===== src/hw/bcgu_defines.vh =====
// Constants of the base clock generation unit: register map, fields, reset values, counts.
// Included by the core; definitions only.
`ifndef BCGU_DEFINES_VH
`define BCGU_DEFINES_VH

// Register byte offsets
`define BCGU_OFS_BASE0     8'h00
`define BCGU_OFS_PLL       8'h30
`define BCGU_OFS_STATUS    8'h34
`define BCGU_OFS_EVTEN     8'h38
`define BCGU_OFS_FDIV0     8'h40

// Counts
`define BCGU_NUM_BASE      12
`define BCGU_RSVD_BASE     10
`define BCGU_NUM_FRACTIONAL_DIVIDER      7
`define BCGU_NUM_SRC       12
`define BCGU_DET_LIMIT     6'h20
`define BCGU_HOLD_CYC      6'h02

// Source select encodings
`define BCGU_SRC_RING      4'h0
`define BCGU_SRC_XTAL      4'h1
`define BCGU_SRC_PLL0      4'h2
`define BCGU_SRC_PLL240    4'h4
`define BCGU_SRC_FDIV0     4'h5
`define BCGU_SRC_LAST      4'hB

// Field positions
`define BCGU_SEL_LSB       24
`define BCGU_PLL_PD        0
`define BCGU_PLL_DIRECT    1
`define BCGU_PLL_PSEL_LSB  2
`define BCGU_PLL_EXTRA_PHASE_ENABLE     4
`define BCGU_PLL_REFB      5
`define BCGU_PLL_M_LSB     8
`define BCGU_FD_L_LSB      0
`define BCGU_FD_D_LSB      8
`define BCGU_ST_LOCK       16
`define BCGU_ST_BUSY       17
`define BCGU_EN_OFF_LSB    16

// Reset values
`define BCGU_PLL_RESET     32'h0000_0101
`define BCGU_M_RESET       8'h01
`define BCGU_FD_L_RESET    8'h01
`define BCGU_FD_D_RESET    8'h01

`endif


===== src/hw/bcgu_core.v =====
// Base clock generation unit: source detectors, PLL divider logic, fractional dividers,
// glitch-free output generators and an APB register slave, all on the control clock mclk.
// Assumes source clocks arrive slower than mclk/2 as pins; the analog PLL core and lock
// detector sit outside and deliver pll_core_in and pll_lock_in.
//
// Operation
// - Twelve base clocks, index ten reserved
// - Safe and control clocks use ring only
// - Ring oscillator has no power-down
// - Seven dividers scale chosen source by L/D
// - PLL reference is crystal; sources shareable
// - Invalid select kept, other fields written
// - Reset selects ring oscillator everywhere
// - Inactive sources masked from general base and divider select writes
// - Detector: absent after 32 edgeless cycles
// - All absent after reset until detected
// - Events on activation and deactivation
// - Failed selected source is not replaced
// - Glitch-free switch with low hold
// - PLL switches wait for lock
// - Stuck-high clock forced low after 32
// - Post divider 2/4/8/16 or direct
// - Feedback divider by M, lock flag
// - Extra phases aligned when lock rises on a core edge
// - Power-down resets dividers, clears lock
// - Control logic on always-on clock
// - Second instance: USB input choice, pin
`timescale 1ns/10ps
`include "bcgu_defines.vh"

module bcgu_core #(
	parameter IS_SECOND = 0,
	parameter FD_W      = 8,
	parameter M_W       = 8
) (
	input  wire        mclk,
	input  wire        rst_n,
	input  wire        ce,
	input  wire        psel,
	input  wire        penable,
	input  wire        pwrite,
	input  wire [7:0]  paddr,
	input  wire [31:0] pwdata,
	output reg  [31:0] prdata,
	output reg         pready,
	output reg         pslverr,
	input  wire        ring_oscillator,
	input  wire        xtal_in,
	input  wire        pll_core_in,
	input  wire        pll_lock_in,
	input  wire        usb_gen_input_a,
	input  wire        usb_gen_input_b,
	output reg  [11:0] base_clk,
	output reg         pll_ref_clk,
	output reg         pll_fb_clk,
	output reg         pll_powerdown,
	output reg         clk_out_pin,
	output reg  [11:0] clk_on_evt,
	output reg  [11:0] clk_off_evt
);

	localparam ST_RUN  = 2'b00;
	localparam ST_WLOW = 2'b01;
	localparam ST_HOLD = 2'b10;
	localparam [31:0] PLL_RST = `BCGU_PLL_RESET;

	// Synchronisers for pins: stage one feeds stage two only
	reg  [4:0]  sync1;
	reg  [4:0]  sync2;
	reg  [4:0]  sync3;
	wire [4:0]  pin_now = {usb_gen_input_b, usb_gen_input_a, pll_core_in, xtal_in, ring_oscillator};

	reg  [11:0] src_lvl;
	reg  [11:0] src_prev;
	wire [11:0] src_edge = src_lvl & ~src_prev;
	wire [11:0] src_fall = src_prev & ~src_lvl;
	reg  [11:0] present;
	reg  [5:0]  det_cnt [0:11];
	reg  [11:0] evt_on_en;
	reg  [11:0] evt_off_en;

	reg  [3:0]  sel_cfg [0:11];
	reg  [3:0]  cur_sel [0:11];
	reg  [1:0]  gst     [0:11];
	reg  [5:0]  gcnt    [0:11];

	reg         pll_pd;
	reg         pll_direct;
	reg  [1:0]  pll_psel;
	reg         pll_extra_phase_enable;
	reg         pll_refb;
	reg  [M_W-1:0] pll_m;
	reg  [3:0]  pll_sel;
	reg  [3:0]  pc0;
	reg  [3:0]  pc1;
	reg  [3:0]  pc2;
	reg  [M_W-1:0] fb_cnt;
	reg         lock;
	reg         lock_d;
	reg         main_prev;
	reg         lock_s1;
	reg         pll_lock_in_s;

	reg  [3:0]  fd_sel  [0:6];
	reg  [FD_W-1:0] fd_l [0:6];
	reg  [FD_W-1:0] fd_d [0:6];
	reg  [FD_W:0]   fd_acc [0:6];
	reg  [5:0]  fd_hold [0:6];
	reg  [6:0]  fd_out;

	wire        core_edge = sync2[2] & ~sync3[2];
	wire [4:0]  pll_per   = 5'h02 << pll_psel;
	wire        ref_ok    = (IS_SECOND != 0) ? present[`BCGU_SRC_XTAL] | 1'b1 :
	                        (pll_sel == `BCGU_SRC_XTAL) & present[`BCGU_SRC_XTAL];
	wire        acc_wr    = psel & penable & pready & pwrite;
	wire [3:0]  wsel      = pwdata[`BCGU_SEL_LSB+3:`BCGU_SEL_LSB];
	wire        wr_pll    = acc_wr & (paddr == `BCGU_OFS_PLL);
	reg  [31:0] rd_val;
	reg         rd_hit;

	function src_is_pll;
		input [3:0] s;
		begin
			src_is_pll = (s >= `BCGU_SRC_PLL0) && (s <= `BCGU_SRC_PLL240);
		end
	endfunction

	// kind: 0 output generator, 1 ring-only generator, 2 divider, 3 PLL
	function sel_ok;
		input [1:0]  kind;
		input [3:0]  s;
		input [11:0] pres;
		begin
			case (kind)
				2'd1: sel_ok = (s == `BCGU_SRC_RING);
				2'd2: sel_ok = (s < `BCGU_SRC_FDIV0) && pres[s];
				2'd3: sel_ok = (s == `BCGU_SRC_XTAL);
				default: sel_ok = (s <= `BCGU_SRC_LAST) && pres[s];
			endcase
		end
	endfunction

	// Phase counter start for the 120/240 degree outputs, power-of-two period
	function [3:0] ph_start;
		input [3:0] c;
		input [4:0] per;
		input [1:0] k;
		reg   [6:0] sub;
		reg   [6:0] sum;
		begin
			sub = ({2'b00, per} * {5'b0, k}) / 7'd3;
			sum = {3'b000, c} + {2'b00, per} - sub;
			ph_start = sum[3:0] & (per[3:0] - 4'h1);
		end
	endfunction

	// Pin capture, source levels and activity detectors
	always @(posedge mclk or negedge rst_n) begin : det_seq
		integer i;
		if (!rst_n) begin
			sync1       <= 5'h00;
			sync2       <= 5'h00;
			sync3       <= 5'h00;
			src_lvl     <= 12'h000;
			src_prev    <= 12'h000;
			present     <= 12'h000;
			clk_on_evt  <= 12'h000;
			clk_off_evt <= 12'h000;
			for (i = 0; i < 12; i = i + 1) begin
				det_cnt[i] <= 6'h00;
			end
		end else if (ce) begin
			sync1    <= pin_now;
			sync2    <= sync1;
			sync3    <= sync2;
			src_prev <= src_lvl;
			// Ring level is used straight; nothing can power it down
			src_lvl[0] <= sync2[0];
			src_lvl[1] <= sync2[1];
			if (pll_pd) begin
				src_lvl[4:2] <= 3'b000;
			end else if (pll_direct) begin
				src_lvl[4:2] <= {3{sync2[2]}} & {pll_extra_phase_enable, pll_extra_phase_enable, 1'b1};
			end else begin
				src_lvl[2] <= ~pc0[pll_psel];
				src_lvl[3] <= pll_extra_phase_enable & ~pc1[pll_psel];
				src_lvl[4] <= pll_extra_phase_enable & ~pc2[pll_psel];
			end
			src_lvl[11:5] <= fd_out;
			for (i = 0; i < 12; i = i + 1) begin
				clk_on_evt[i]  <= 1'b0;
				clk_off_evt[i] <= 1'b0;
				if (src_edge[i]) begin
					det_cnt[i] <= 6'h00;
					present[i] <= 1'b1;
					clk_on_evt[i] <= ~present[i] & evt_on_en[i];
				end else if (det_cnt[i] == `BCGU_DET_LIMIT - 6'h01) begin
					det_cnt[i] <= `BCGU_DET_LIMIT;
					present[i] <= 1'b0;
					clk_off_evt[i] <= present[i] & evt_off_en[i];
				end else if (det_cnt[i] != `BCGU_DET_LIMIT) begin
					det_cnt[i] <= det_cnt[i] + 6'h01;
				end
			end
		end
	end

	// PLL divider chain: post divider, extra phases, feedback divider, lock
	always @(posedge mclk or negedge rst_n) begin
		if (!rst_n) begin
			pc0         <= 4'h0;
			pc1         <= 4'h0;
			pc2         <= 4'h0;
			fb_cnt      <= {M_W{1'b0}};
			pll_fb_clk  <= 1'b0;
			lock        <= 1'b0;
			lock_d      <= 1'b0;
			main_prev   <= 1'b0;
			pll_ref_clk <= 1'b0;
			clk_out_pin <= 1'b0;
		end else if (ce) begin
			lock_d    <= lock;
			main_prev <= src_lvl[2];
			if (IS_SECOND != 0) begin
				pll_ref_clk <= pll_refb ? sync2[4] : sync2[3];
				clk_out_pin <= pll_refb ? sync2[3] : sync2[4];
			end else begin
				pll_ref_clk <= sync2[1];
				clk_out_pin <= 1'b0;
			end
			if (pll_pd) begin
				pc0        <= 4'h0;
				pc1        <= 4'h0;
				pc2        <= 4'h0;
				fb_cnt     <= {M_W{1'b0}};
				pll_fb_clk <= 1'b0;
				lock       <= 1'b0;
			end else begin
				lock <= pll_lock_in_s & ref_ok;
				if (core_edge) begin
					pc0 <= (pc0 == pll_per[3:0] - 4'h1) ? 4'h0 : pc0 + 4'h1;
					if (lock & ~lock_d) begin
						// Phase dividers ran free before lock; realign now
						pc1 <= ph_start(pc0 + 4'h1, pll_per, 2'd1);
						pc2 <= ph_start(pc0 + 4'h1, pll_per, 2'd2);
					end else begin
						pc1 <= (pc1 >= pll_per[3:0] - 4'h1) ? 4'h0 : pc1 + 4'h1;
						pc2 <= (pc2 >= pll_per[3:0] - 4'h1) ? 4'h0 : pc2 + 4'h1;
					end
				end
				if (src_lvl[2] & ~main_prev) begin
					if (fb_cnt >= pll_m - 1'b1) begin
						fb_cnt     <= {M_W{1'b0}};
						pll_fb_clk <= ~pll_fb_clk;
					end else begin
						fb_cnt <= fb_cnt + 1'b1;
					end
				end
			end
		end
	end

	// Lock pin is analog; it gets its own two-stage capture
	always @(posedge mclk or negedge rst_n) begin
		if (!rst_n) begin
			lock_s1       <= 1'b0;
			pll_lock_in_s <= 1'b0;
		end else if (ce) begin
			lock_s1       <= pll_lock_in;
			pll_lock_in_s <= lock_s1;
		end
	end

	// Fractional dividers: one input high phase per L/D overflow
	always @(posedge mclk or negedge rst_n) begin : fd_seq
		integer i;
		if (!rst_n) begin
			fd_out <= 7'h00;
			for (i = 0; i < 7; i = i + 1) begin
				fd_acc[i]  <= {(FD_W+1){1'b0}};
				fd_hold[i] <= 6'h00;
			end
		end else if (ce) begin
			for (i = 0; i < 7; i = i + 1) begin
				if (acc_wr && (paddr == `BCGU_OFS_FDIV0 + i * 4) && sel_ok(2'd2, wsel, present)
				    && (wsel != fd_sel[i])) begin
					// Source change: drop output and restart from a clean phase
					fd_hold[i] <= `BCGU_HOLD_CYC;
					fd_out[i]  <= 1'b0;
					fd_acc[i]  <= {(FD_W+1){1'b0}};
				end else if (fd_hold[i] != 6'h00) begin
					fd_hold[i] <= fd_hold[i] - 6'h01;
				end else if (src_edge[fd_sel[i]]) begin
					if (fd_acc[i] + {1'b0, fd_l[i]} >= {1'b0, fd_d[i]}) begin
						fd_acc[i] <= fd_acc[i] + {1'b0, fd_l[i]} - {1'b0, fd_d[i]};
						fd_out[i] <= 1'b1;
					end else begin
						fd_acc[i] <= fd_acc[i] + {1'b0, fd_l[i]};
						fd_out[i] <= 1'b0;
					end
				end else if (src_fall[fd_sel[i]]) begin
					// Drop with the source so equal L and D pass the clock through
					fd_out[i] <= 1'b0;
				end
			end
		end
	end

	// Output generators, one per base clock except the reserved index
	always @(posedge mclk or negedge rst_n) begin : gen_seq
		integer i;
		if (!rst_n) begin
			base_clk <= 12'h000;
			for (i = 0; i < 12; i = i + 1) begin
				cur_sel[i] <= `BCGU_SRC_RING;
				gst[i]     <= ST_RUN;
				gcnt[i]    <= 6'h00;
			end
		end else if (ce) begin
			for (i = 0; i < 12; i = i + 1) begin
				if (i == `BCGU_RSVD_BASE) begin
					base_clk[i] <= 1'b0;
				end else begin
					case (gst[i])
						ST_RUN: begin
							base_clk[i] <= src_lvl[cur_sel[i]];
							gcnt[i]     <= 6'h00;
							if (sel_cfg[i] != cur_sel[i]) begin
								gst[i] <= ST_WLOW;
							end
						end
						ST_WLOW: begin
							if (!src_lvl[cur_sel[i]] || gcnt[i] == `BCGU_DET_LIMIT) begin
								base_clk[i] <= 1'b0;
								gst[i]      <= ST_HOLD;
								gcnt[i]     <= 6'h00;
							end else begin
								base_clk[i] <= 1'b1;
								gcnt[i]     <= gcnt[i] + 6'h01;
							end
						end
						ST_HOLD: begin
							base_clk[i] <= 1'b0;
							if (gcnt[i] < `BCGU_HOLD_CYC) begin
								gcnt[i] <= gcnt[i] + 6'h01;
							end else if (!(src_is_pll(sel_cfg[i]) || src_is_pll(cur_sel[i]))
							             || lock) begin
								cur_sel[i] <= sel_cfg[i];
								gst[i]     <= ST_RUN;
							end
						end
						default: begin
							base_clk[i] <= 1'b0;
							gst[i]      <= ST_RUN;
						end
					endcase
				end
			end
		end
	end

	// Register writes; select fields refuse invalid sources, general base and divider selects also inactive ones
	always @(posedge mclk or negedge rst_n) begin : reg_seq
		integer i;
		if (!rst_n) begin
			pll_pd        <= PLL_RST[`BCGU_PLL_PD];
			pll_powerdown <= 1'b1;
			pll_direct    <= 1'b0;
			pll_psel      <= 2'b00;
			pll_extra_phase_enable     <= 1'b0;
			pll_refb      <= 1'b0;
			pll_m         <= `BCGU_M_RESET;
			pll_sel       <= `BCGU_SRC_RING;
			evt_on_en     <= 12'h000;
			evt_off_en    <= 12'h000;
			for (i = 0; i < 12; i = i + 1) begin
				sel_cfg[i] <= `BCGU_SRC_RING;
			end
			for (i = 0; i < 7; i = i + 1) begin
				fd_sel[i] <= `BCGU_SRC_RING;
				fd_l[i]   <= `BCGU_FD_L_RESET;
				fd_d[i]   <= `BCGU_FD_D_RESET;
			end
		end else if (ce) begin
			pll_powerdown <= pll_pd;
			if (acc_wr) begin
				for (i = 0; i < 12; i = i + 1) begin
					if (paddr == `BCGU_OFS_BASE0 + i * 4 && i != `BCGU_RSVD_BASE &&
					    sel_ok((i == 0 || i == 2) ? 2'd1 : 2'd0, wsel, present)) begin
						sel_cfg[i] <= wsel;
					end
				end
				for (i = 0; i < 7; i = i + 1) begin
					if (paddr == `BCGU_OFS_FDIV0 + i * 4) begin
						fd_l[i] <= pwdata[`BCGU_FD_L_LSB+FD_W-1:`BCGU_FD_L_LSB];
						fd_d[i] <= pwdata[`BCGU_FD_D_LSB+FD_W-1:`BCGU_FD_D_LSB];
						if (sel_ok(2'd2, wsel, present)) begin
							fd_sel[i] <= wsel;
						end
					end
				end
				if (wr_pll) begin
					pll_pd     <= pwdata[`BCGU_PLL_PD];
					pll_direct <= pwdata[`BCGU_PLL_DIRECT];
					pll_psel   <= pwdata[`BCGU_PLL_PSEL_LSB+1:`BCGU_PLL_PSEL_LSB];
					pll_extra_phase_enable  <= pwdata[`BCGU_PLL_EXTRA_PHASE_ENABLE];
					pll_refb   <= pwdata[`BCGU_PLL_REFB];
					pll_m      <= pwdata[`BCGU_PLL_M_LSB+M_W-1:`BCGU_PLL_M_LSB];
					if (sel_ok(2'd3, wsel, present)) begin
						pll_sel <= wsel;
					end
				end
				if (paddr == `BCGU_OFS_EVTEN) begin
					evt_on_en  <= pwdata[11:0];
					evt_off_en <= pwdata[`BCGU_EN_OFF_LSB+11:`BCGU_EN_OFF_LSB];
				end
			end
		end
	end

	// Read decode
	always @* begin : rd_comb
		integer i;
		i      = 0;
		rd_val = 32'h0000_0000;
		rd_hit = 1'b0;
		for (i = 0; i < 12; i = i + 1) begin
			if (paddr == `BCGU_OFS_BASE0 + i * 4) begin
				rd_hit = 1'b1;
				if (i != `BCGU_RSVD_BASE) begin
					rd_val[`BCGU_SEL_LSB+3:`BCGU_SEL_LSB] = sel_cfg[i];
				end
			end
		end
		for (i = 0; i < 7; i = i + 1) begin
			if (paddr == `BCGU_OFS_FDIV0 + i * 4) begin
				rd_hit = 1'b1;
				rd_val[`BCGU_FD_L_LSB+FD_W-1:`BCGU_FD_L_LSB] = fd_l[i];
				rd_val[`BCGU_FD_D_LSB+FD_W-1:`BCGU_FD_D_LSB] = fd_d[i];
				rd_val[`BCGU_SEL_LSB+3:`BCGU_SEL_LSB]        = fd_sel[i];
			end
		end
		if (paddr == `BCGU_OFS_PLL) begin
			rd_hit = 1'b1;
			rd_val[`BCGU_PLL_PD]     = pll_pd;
			rd_val[`BCGU_PLL_DIRECT] = pll_direct;
			rd_val[`BCGU_PLL_PSEL_LSB+1:`BCGU_PLL_PSEL_LSB] = pll_psel;
			rd_val[`BCGU_PLL_EXTRA_PHASE_ENABLE]  = pll_extra_phase_enable;
			rd_val[`BCGU_PLL_REFB]   = pll_refb;
			rd_val[`BCGU_PLL_M_LSB+M_W-1:`BCGU_PLL_M_LSB] = pll_m;
			rd_val[`BCGU_SEL_LSB+3:`BCGU_SEL_LSB] = pll_sel;
		end
		if (paddr == `BCGU_OFS_STATUS) begin
			rd_hit = 1'b1;
			rd_val[11:0]           = present;
			rd_val[`BCGU_ST_LOCK]  = lock;
			rd_val[`BCGU_ST_BUSY]  = (gst[1] != ST_RUN);
		end
		if (paddr == `BCGU_OFS_EVTEN) begin
			rd_hit = 1'b1;
			rd_val[11:0] = evt_on_en;
			rd_val[`BCGU_EN_OFF_LSB+11:`BCGU_EN_OFF_LSB] = evt_off_en;
		end
	end

	// APB answer: pready rises one cycle into the access phase
	always @(posedge mclk or negedge rst_n) begin
		if (!rst_n) begin
			pready  <= 1'b0;
			prdata  <= 32'h0000_0000;
			pslverr <= 1'b0;
		end else if (ce) begin
			if (psel && penable && !pready) begin
				pready  <= 1'b1;
				prdata  <= pwrite ? 32'h0000_0000 : rd_val;
				pslverr <= ~rd_hit;
			end else begin
				pready  <= 1'b0;
				prdata  <= 32'h0000_0000;
				pslverr <= 1'b0;
			end
		end
	end

endmodule


===== config.mk =====
export PLATFORM = sky130hd
export DESIGN_NAME = bcgu_core
export DESIGN_NICKNAME = d
export VERILOG_FILES = /design/src/hw/bcgu_core.v
export VERILOG_INCLUDE_DIRS = /design/src /design/src/hw
export SDC_FILE = /design/constraint.sdc
export NUM_CORES = 2
export LEC_CHECK = 0
export ABC_AREA = 1
export BUFFER_PORTS_ARGS = -buffer_cell sky130_fd_sc_hd__buf_2
export CORE_MARGIN = 5
export CORE_UTILIZATION = 55
export CTS_BUF_LIST = sky130_fd_sc_hd__clkbuf_2
export CTS_CLUSTER_SIZE = 40
export DETAILED_ROUTE_END_ITERATION = 7
export GPL_ROUTABILITY_DRIVEN = 0
export PLACE_DENSITY = 0.75
export SLEW_MARGIN = 20
export SYNTH_ARGS = -nofsm -noshare
export SYNTH_HDL_FRONTEND = slang
export SYNTH_SLANG_ARGS = --single-unit

===== constraint.sdc =====
create_clock -name mclk -period 8.5 [get_ports mclk]
set_clock_uncertainty 0.15 [all_clocks]
set_input_delay 1.7 -clock mclk [delete_from_list [all_inputs] [get_ports mclk]]
set_output_delay 1.7 -clock mclk [all_outputs]
set_load 0.01 [all_outputs]

# Word-level counts from Yosys, hierarchy flattened
# Index checks and enable logic that the tools add are counted.
[totals] regBits=684 input_bits=52 wordCells=1270
[classes] add_sub_neg=53 n_div=2 magnitude_cmp=87 n_eq_ne=161 shift=1 n_mux=448 n_bitwise=73 reduce_logical=303
[ops] operator="$mux 6" count=73
[ops] operator="$mux 9" count=28
[ops] operator="$pmux 6 s3" count=11
[ops] operator="$mux 1" count=192
[ops] operator="$add 6x1->6 const B" count=23
[ops] operator="$reduce_and 3->1" count=46
[ops] operator="$ne 2x2->1 const B" count=62
[ops] operator="$mux 4" count=30
[ops] operator="$mux 16" count=7
[ops] operator="$bmux 1 s4" count=26
[ops] operator="$lt 4x5->1 const B" count=19
[ops] operator="$mux 2" count=45
[ops] operator="$reduce_bool 3->1" count=30
[ops] operator="$ge 4x2->1 const B" count=22
[ops] operator="$le 4x3->1 const B" count=22
[ops] operator="$reduce_and 4->1" count=19
[ops] operator="$eq 6x5->1 const B" count=12
[ops] operator="$ne 4x4->1" count=18
[ops] operator="$ne 6x6->1 const B" count=12
[ops] operator="$eq 6x6->1 const B" count=11
[ops] operator="$lt 6x2->1 const B" count=11
[ops] operator="$pmux 2 s3" count=11
[ops] operator="$reduce_and 2->1" count=33
[ops] operator="$add 9x8->9" count=7
[ops] operator="other kinds (47)" count=358

# Longest topological paths before layout
[depth] word_depth=25 ltp_mapped=20

# Least setup slack after synthesis
# OpenSTA, ideal clock, no wires.
[synth_timing] path_kind="input port to flip-flop" start="in pwdata[24]" end="reg fd_acc[8] in the netlist's numbering" arrival_time_ns=3.200 slack_ns=5.029 path_stages=12 n_path_buf=2 cell_sequence="buf_6 > buf_8 > o21ai_2 > a21oi_1 > o211ai_2 > nand2_4 > nor2_8 > nand3_4 > a21oi_2 > nand2_2 > nand2_1 > o21ai_2"
[synth_between] elab_chain_len=8 word_cells_on_any_way=12 cone_classes="1 x order compare; 2 x eq/ne; 4 x mux; 5 x reduce/logical"
[synth_rtl] item="from (decl)" line="bcgu_core.v:43" rtl="input wire [31:0] pwdata,"
[synth_rtl] item="$bmux 1 s4"
[synth_rtl] item="$mux 1"
[synth_rtl] item="$logic_and 1x1->1" line="bcgu_core.v:136" rtl="2'd2: sel_ok = (s < `BCGU_SRC_FDIV0) && pres[s];"
[synth_rtl] item="$mux 1" line="bcgu_core.v:283" rtl="end else if (ce) begin"
[synth_rtl] item="$logic_and 1x1->1" line="bcgu_core.v:285" rtl="if (acc_wr && (paddr == `BCGU_OFS_FDIV0 + i * 4) && sel_ok(2'd2, wsel, present)"
[synth_rtl] item="$logic_and 1x1->1 (*)" line="bcgu_core.v:285"
[synth_rtl] item="$ne 2x2->1 (no line) or $reduce_bool 2->1 (tied branches)"
[synth_rtl] item="$reduce_and 3->1 (no line)"
[synth_rtl] item="to (signal, indexed assignment)" line="bcgu_core.v:290" rtl="fd_acc[i] <= {(FD_W+1){1'b0}};"
[synth_rtl] item="to (signal, indexed assignment)" line="bcgu_core.v:295" rtl="fd_acc[i] <= fd_acc[i] + {1'b0, fd_l[i]} - {1'b0, fd_d[i]};"
[synth_rtl] item="to (signal, indexed assignment)" line="bcgu_core.v:298" rtl="fd_acc[i] <= fd_acc[i] + {1'b0, fd_l[i]};"
[synth_rtl] item="to (decl)" line="bcgu_core.v:107" rtl="reg [FD_W:0] fd_acc [0:6];"
# Every way passes the cells marked *; elsewhere a longest branch is shown, timed or not. The select of a mux whose other input is x is not followed.
# A chain may end at the register's enable or synchronous reset.

# Worst setup path after layout
[layout_timing] start="in ce" end="reg fd_l[6] in the netlist's numbering"
[layout_between] elab_chain_len=1
[layout_rtl] item="from (decl)" line="bcgu_core.v:38" rtl="input wire ce,"
[layout_rtl] item="$reduce_and 3->1 (no line)"
[layout_rtl] item="to (signal, indexed assignment)" line="bcgu_core.v:381" rtl="fd_l[i] <= `BCGU_FD_L_RESET;"
[layout_rtl] item="to (signal, indexed assignment)" line="bcgu_core.v:395" rtl="fd_l[i] <= pwdata[`BCGU_FD_L_LSB+FD_W-1:`BCGU_FD_L_LSB];"
[layout_rtl] item="to (decl)" line="bcgu_core.v:105" rtl="reg [FD_W-1:0] fd_l [0:6];"
# No other way between the ends.

==> implementation parameters <==
Parameter                              Value

Drt
  Post-route DRC    5
  Vias    38,698
  Antenna-violating nets left    0
  Detailed-router iteration count before antenna repair    8
  Overall routed net length    ~120,000 um
  Per-cell routed wire length    17.9 um
  Via-to-Cell Ratio    roughly 5.7
  Drt first-iter violations    3,827

Logic synthesis
  Number of distinct library cells after synthesis    just under 80
  Sequential cell area fraction in the yosys report    40.1%
  Mean post-synth cell area    7.77 um^2
  Multiplexer area fraction after synthesis    less than 1%
  Area share of and/or/nand/nor cells after synthesis    20.4%
  Adder-cell area share of the yosys netlist    7.97%
  Seq cells post-synth    a little under 700
  Synth Flop Type    sky130_fd_sc_hd__dfrtp_1
  Async SR Flop Fraction    100%
  Number of enable-type register cells in the synthesized netlist    0
  Area fraction in compound gates after synthesis    18.6%
  Cell count after synthesis    approximately 5,400
  Dominant combinational cell family by area after synthesis    simple AND/OR/NAND/NOR gates
  Post-Synth XOR/XNOR Area    4.25%
  Total number of yosys warnings    0
  Post-synth design cell area    42,300 um^2

Timing
  Setup repair after global routing missed its margin    no
  Slew HR    23.4%
  Highest Clock Rate    0.247 GHz
  Final hold slack    0.143 ns
  Clock period minus final worst setup slack    4.06 ns
  Total Neg Setup Slack    0 ns
  # setup viols final    0
  Final clock period utilization by the worst path    47.7%
  Slew @ Worst Pin    1.15 ns
  Hold violation count in the final report    0
  Pins Over Slew Limit    0

Power and ir drop
  Post-layout power    between 0.009 and 0.01 W
  Worst-case vdd ir drop    roughly 90 uV
  Total power per unit cell area    approximately 200 nW/um^2
  Leakage dissipation    22.4 nW

Clocking
  Number of clock sinks    between 600 and 700
  CTS buffer count    177
  Clock network latency to the later pin of the worst-skew pair    roughly 1.4 ns
  Cts hold-fix bufs    0
  Root Buffer    sky130_fd_sc_hd__clkbuf_2
  Htree depth    4
  Worst-case clock buffer depth    3
  Clock slew seen by the registers of the worst setup and hold paths    0.11 ns
  Clock tree from TritonCTS    done
  Post-CTS setup buffer count    0
  Post-cts repair resize count    0

Floorplanning
  Area of the core region    76,100 um^2
  Initial Util    55.6%
  Row cnt    101
  DIE AREA    82,500 um^2
  Die height    ~290 um
  Number of top-level design ports    approximately 130
  Floorplan die width    between 200 and 300 um

Status
  Violations in the final reports    design-rule violations
  Run status    finished with violations

Worst hold path
  Type of the most critical hold path    input pin to asynchronous set/reset pin

Worst setup path
  Arrival time at the worst endpoint    just over 5 ns
  Worst EP required    9.63 ns
  Crit path top cell by count    sky130_fd_sc_hd__inv_1
  Count of buffering cells on the critical path with inverters included    4
  Class of the most critical setup path    input pin to flop
  Startpoint class of the critical path    input pin
  Delay of the slowest cell on the worst path    0.83 ns
  Critical-path cell with the highest stage delay    sky130_fd_sc_hd__nor2_2
  Critical path capture point type    flop
  Cell-by-cell listing of the critical path    buf_6 -> inv_6 -> nor2_1 -> inv_1 -> nor2_2 -> inv_1 -> nand2_1 -> o21ai_1
  Crit-path leading delay family    simple AND/OR/NAND/NOR gates
  Crit path max fanout    76

Global routing
  Total global-route track usage    slightly below 30%
  Wire length of the first global-routing pass    193,000 um
  Total congestion overflow    0
  Most crowded layer after global routing    met2
  Number of global-route vias before repair    around 37,000
  Pin count of the biggest net entering global routing    ~160
  Met3 Usage GRT    5.44%
  Met1 Resource Use GR    around 40%
  Number of antenna violations at the first check in global routing    8
  Global routing met2 resource utilization    45.7%

Job
  Number of maximum-capacitance violations    0

Finish
  Post-route core utilization    59.5%
  Layout cells sized above 1    9.35%
  Area occupied by multi-input gates    21,700 um^2
  Design area    around 45,000 um^2
  Fill count    just under 7,000
  Area growth syn-to-layout    7.08%
  FF+latch area    around 17,000 um^2
  Count of nets after finishing    5,903

Placed design
  PortBufs    113
  Final HPWL DP    86,700 um
  Placed inst area    43,600 um^2
==> synthesized netlist by cell type (all sizes together), types with 14 or more instances <==
library cell  instances  share of area [%]
dfstp                17                1.1
buf                  70               0.98
ha                  242                7.2
a21oi               390                4.6
nor2                401                3.9
nand4                90                1.3
o21bai               16               0.28
o2111ai              18               0.37
o21ai               709                8.4
dfrtp               659                 39
o311ai               15               0.31
inv                 751                6.7
a31oi                19               0.28
nand2              1104                 10
o22ai                64               0.95
nand3b               14               0.31
nand3               230                2.8
nor4                 25               0.38
nor3                 84                1.2
xor2                131                2.7
clkbuf               93               0.83
o211ai               86                1.6
xnor2                74                1.5
fa                   17               0.81
==> routing by layer <==
metal,up-vias,share of wire (%)
met1,18107,42
met5,-,0.011
met4,2,4.3
li1,18589,-
met2,1658,45
met3,342,8.6
==> area by class of cell <==
cell class,instances,area share [%]
Inverter,760,6.34
Multi-Input combinational cell,3844,48.0
Timing Repair Buffer,133,1.74
Sequential cell,676,37.4
Clock buffer,245,2.71
Clock inverter,53,0.868
Tap cell,1030,2.85
Antenna cell,11,0.0608
==> metrics by stage <==
stage / setup WS [ns] / instances
floorplan: 5.03 / 5443
global placement: 3.10 / 6442
detailed placement: 3.12 / 6443
CTS: 4.42 / 6741
global route: 4.26 / 6748
finish: 4.44 / 6752
==> state kept, by name (all words and copies together) (netlist names), 22 cells and up <==
register / count
gst: 22
gcnt: 66
prdata: 28
cur_sel: 44
fd_d: 56
sel_cfg: 44
fd_acc: 63
fd_l: 56
fd_hold: 42
det_cnt: 72
fd_sel: 28
==> worst reg2reg max path, delay by kind of cell, from the launching register on <==
kind,cells,cell delay (ns)
compound gates,3,0.40
buf+inv,2,0.70
simple gates,7,1.74
flops,1,0.79
==> cells in the final DEF (no fill, tap or decap), types with 19 or more instances in the layout <==
cell type / n
sky130_fd_sc_hd__o21ai_1: 41
sky130_fd_sc_hd__a31oi_1: 19
sky130_fd_sc_hd__buf_2: 111
sky130_fd_sc_hd__nand4_1: 90
sky130_fd_sc_hd__dfrtp_1: 659
sky130_fd_sc_hd__nand3_1: 226
sky130_fd_sc_hd__inv_2: 19
sky130_fd_sc_hd__o22ai_1: 64
sky130_fd_sc_hd__clkinv_1: 40
sky130_fd_sc_hd__xnor2_1: 74
sky130_fd_sc_hd__nor2_1: 379
sky130_fd_sc_hd__o211ai_1: 83
sky130_fd_sc_hd__o21ai_0: 663
sky130_fd_sc_hd__nand2_1: 1075
sky130_fd_sc_hd__a21oi_1: 388
sky130_fd_sc_hd__inv_1: 728
sky130_fd_sc_hd__nor4_1: 24
sky130_fd_sc_hd__xor2_1: 131
sky130_fd_sc_hd__nor3_1: 70
sky130_fd_sc_hd__clkbuf_2: 245
sky130_fd_sc_hd__ha_1: 242
==> path summary, 6_finish.rpt <==
check	cells after the start	startpoint	slack [ns]	to
min in group mclk	2	pll_powerdown	0.32	pll_powerdown
hold reg to reg	2	pll_powerdown	0.32	pll_powerdown
hold / removal	1	rst_n	0.14	det_cnt[32]
max in group asynchronous	2	rst_n	6.58	gcnt[33]
setup reg to reg	12	src_lvl[8]	4.61	fd_acc[26]
setup / recovery	8	ce	4.44	fd_l[6]
==> cells by family after synthesis <==
group | after synthesis
compound gates | 1406
buf+inv | 923
flops | 676
mux | 4
other cells | 2
simple gates | 1963
fa+ha+maj | 259
xor+xnor | 205
==> power by group <==
part	total, W	switching (W)	internal [W]
clock network	0.00236	0.00140	0.000959
registers	0.00410	0.000429	0.00367
logic	0.00258	0.00171	0.000868
total	0.00904	0.00354	0.00550
No activity file was read; power rests on OpenSTA's default activity.
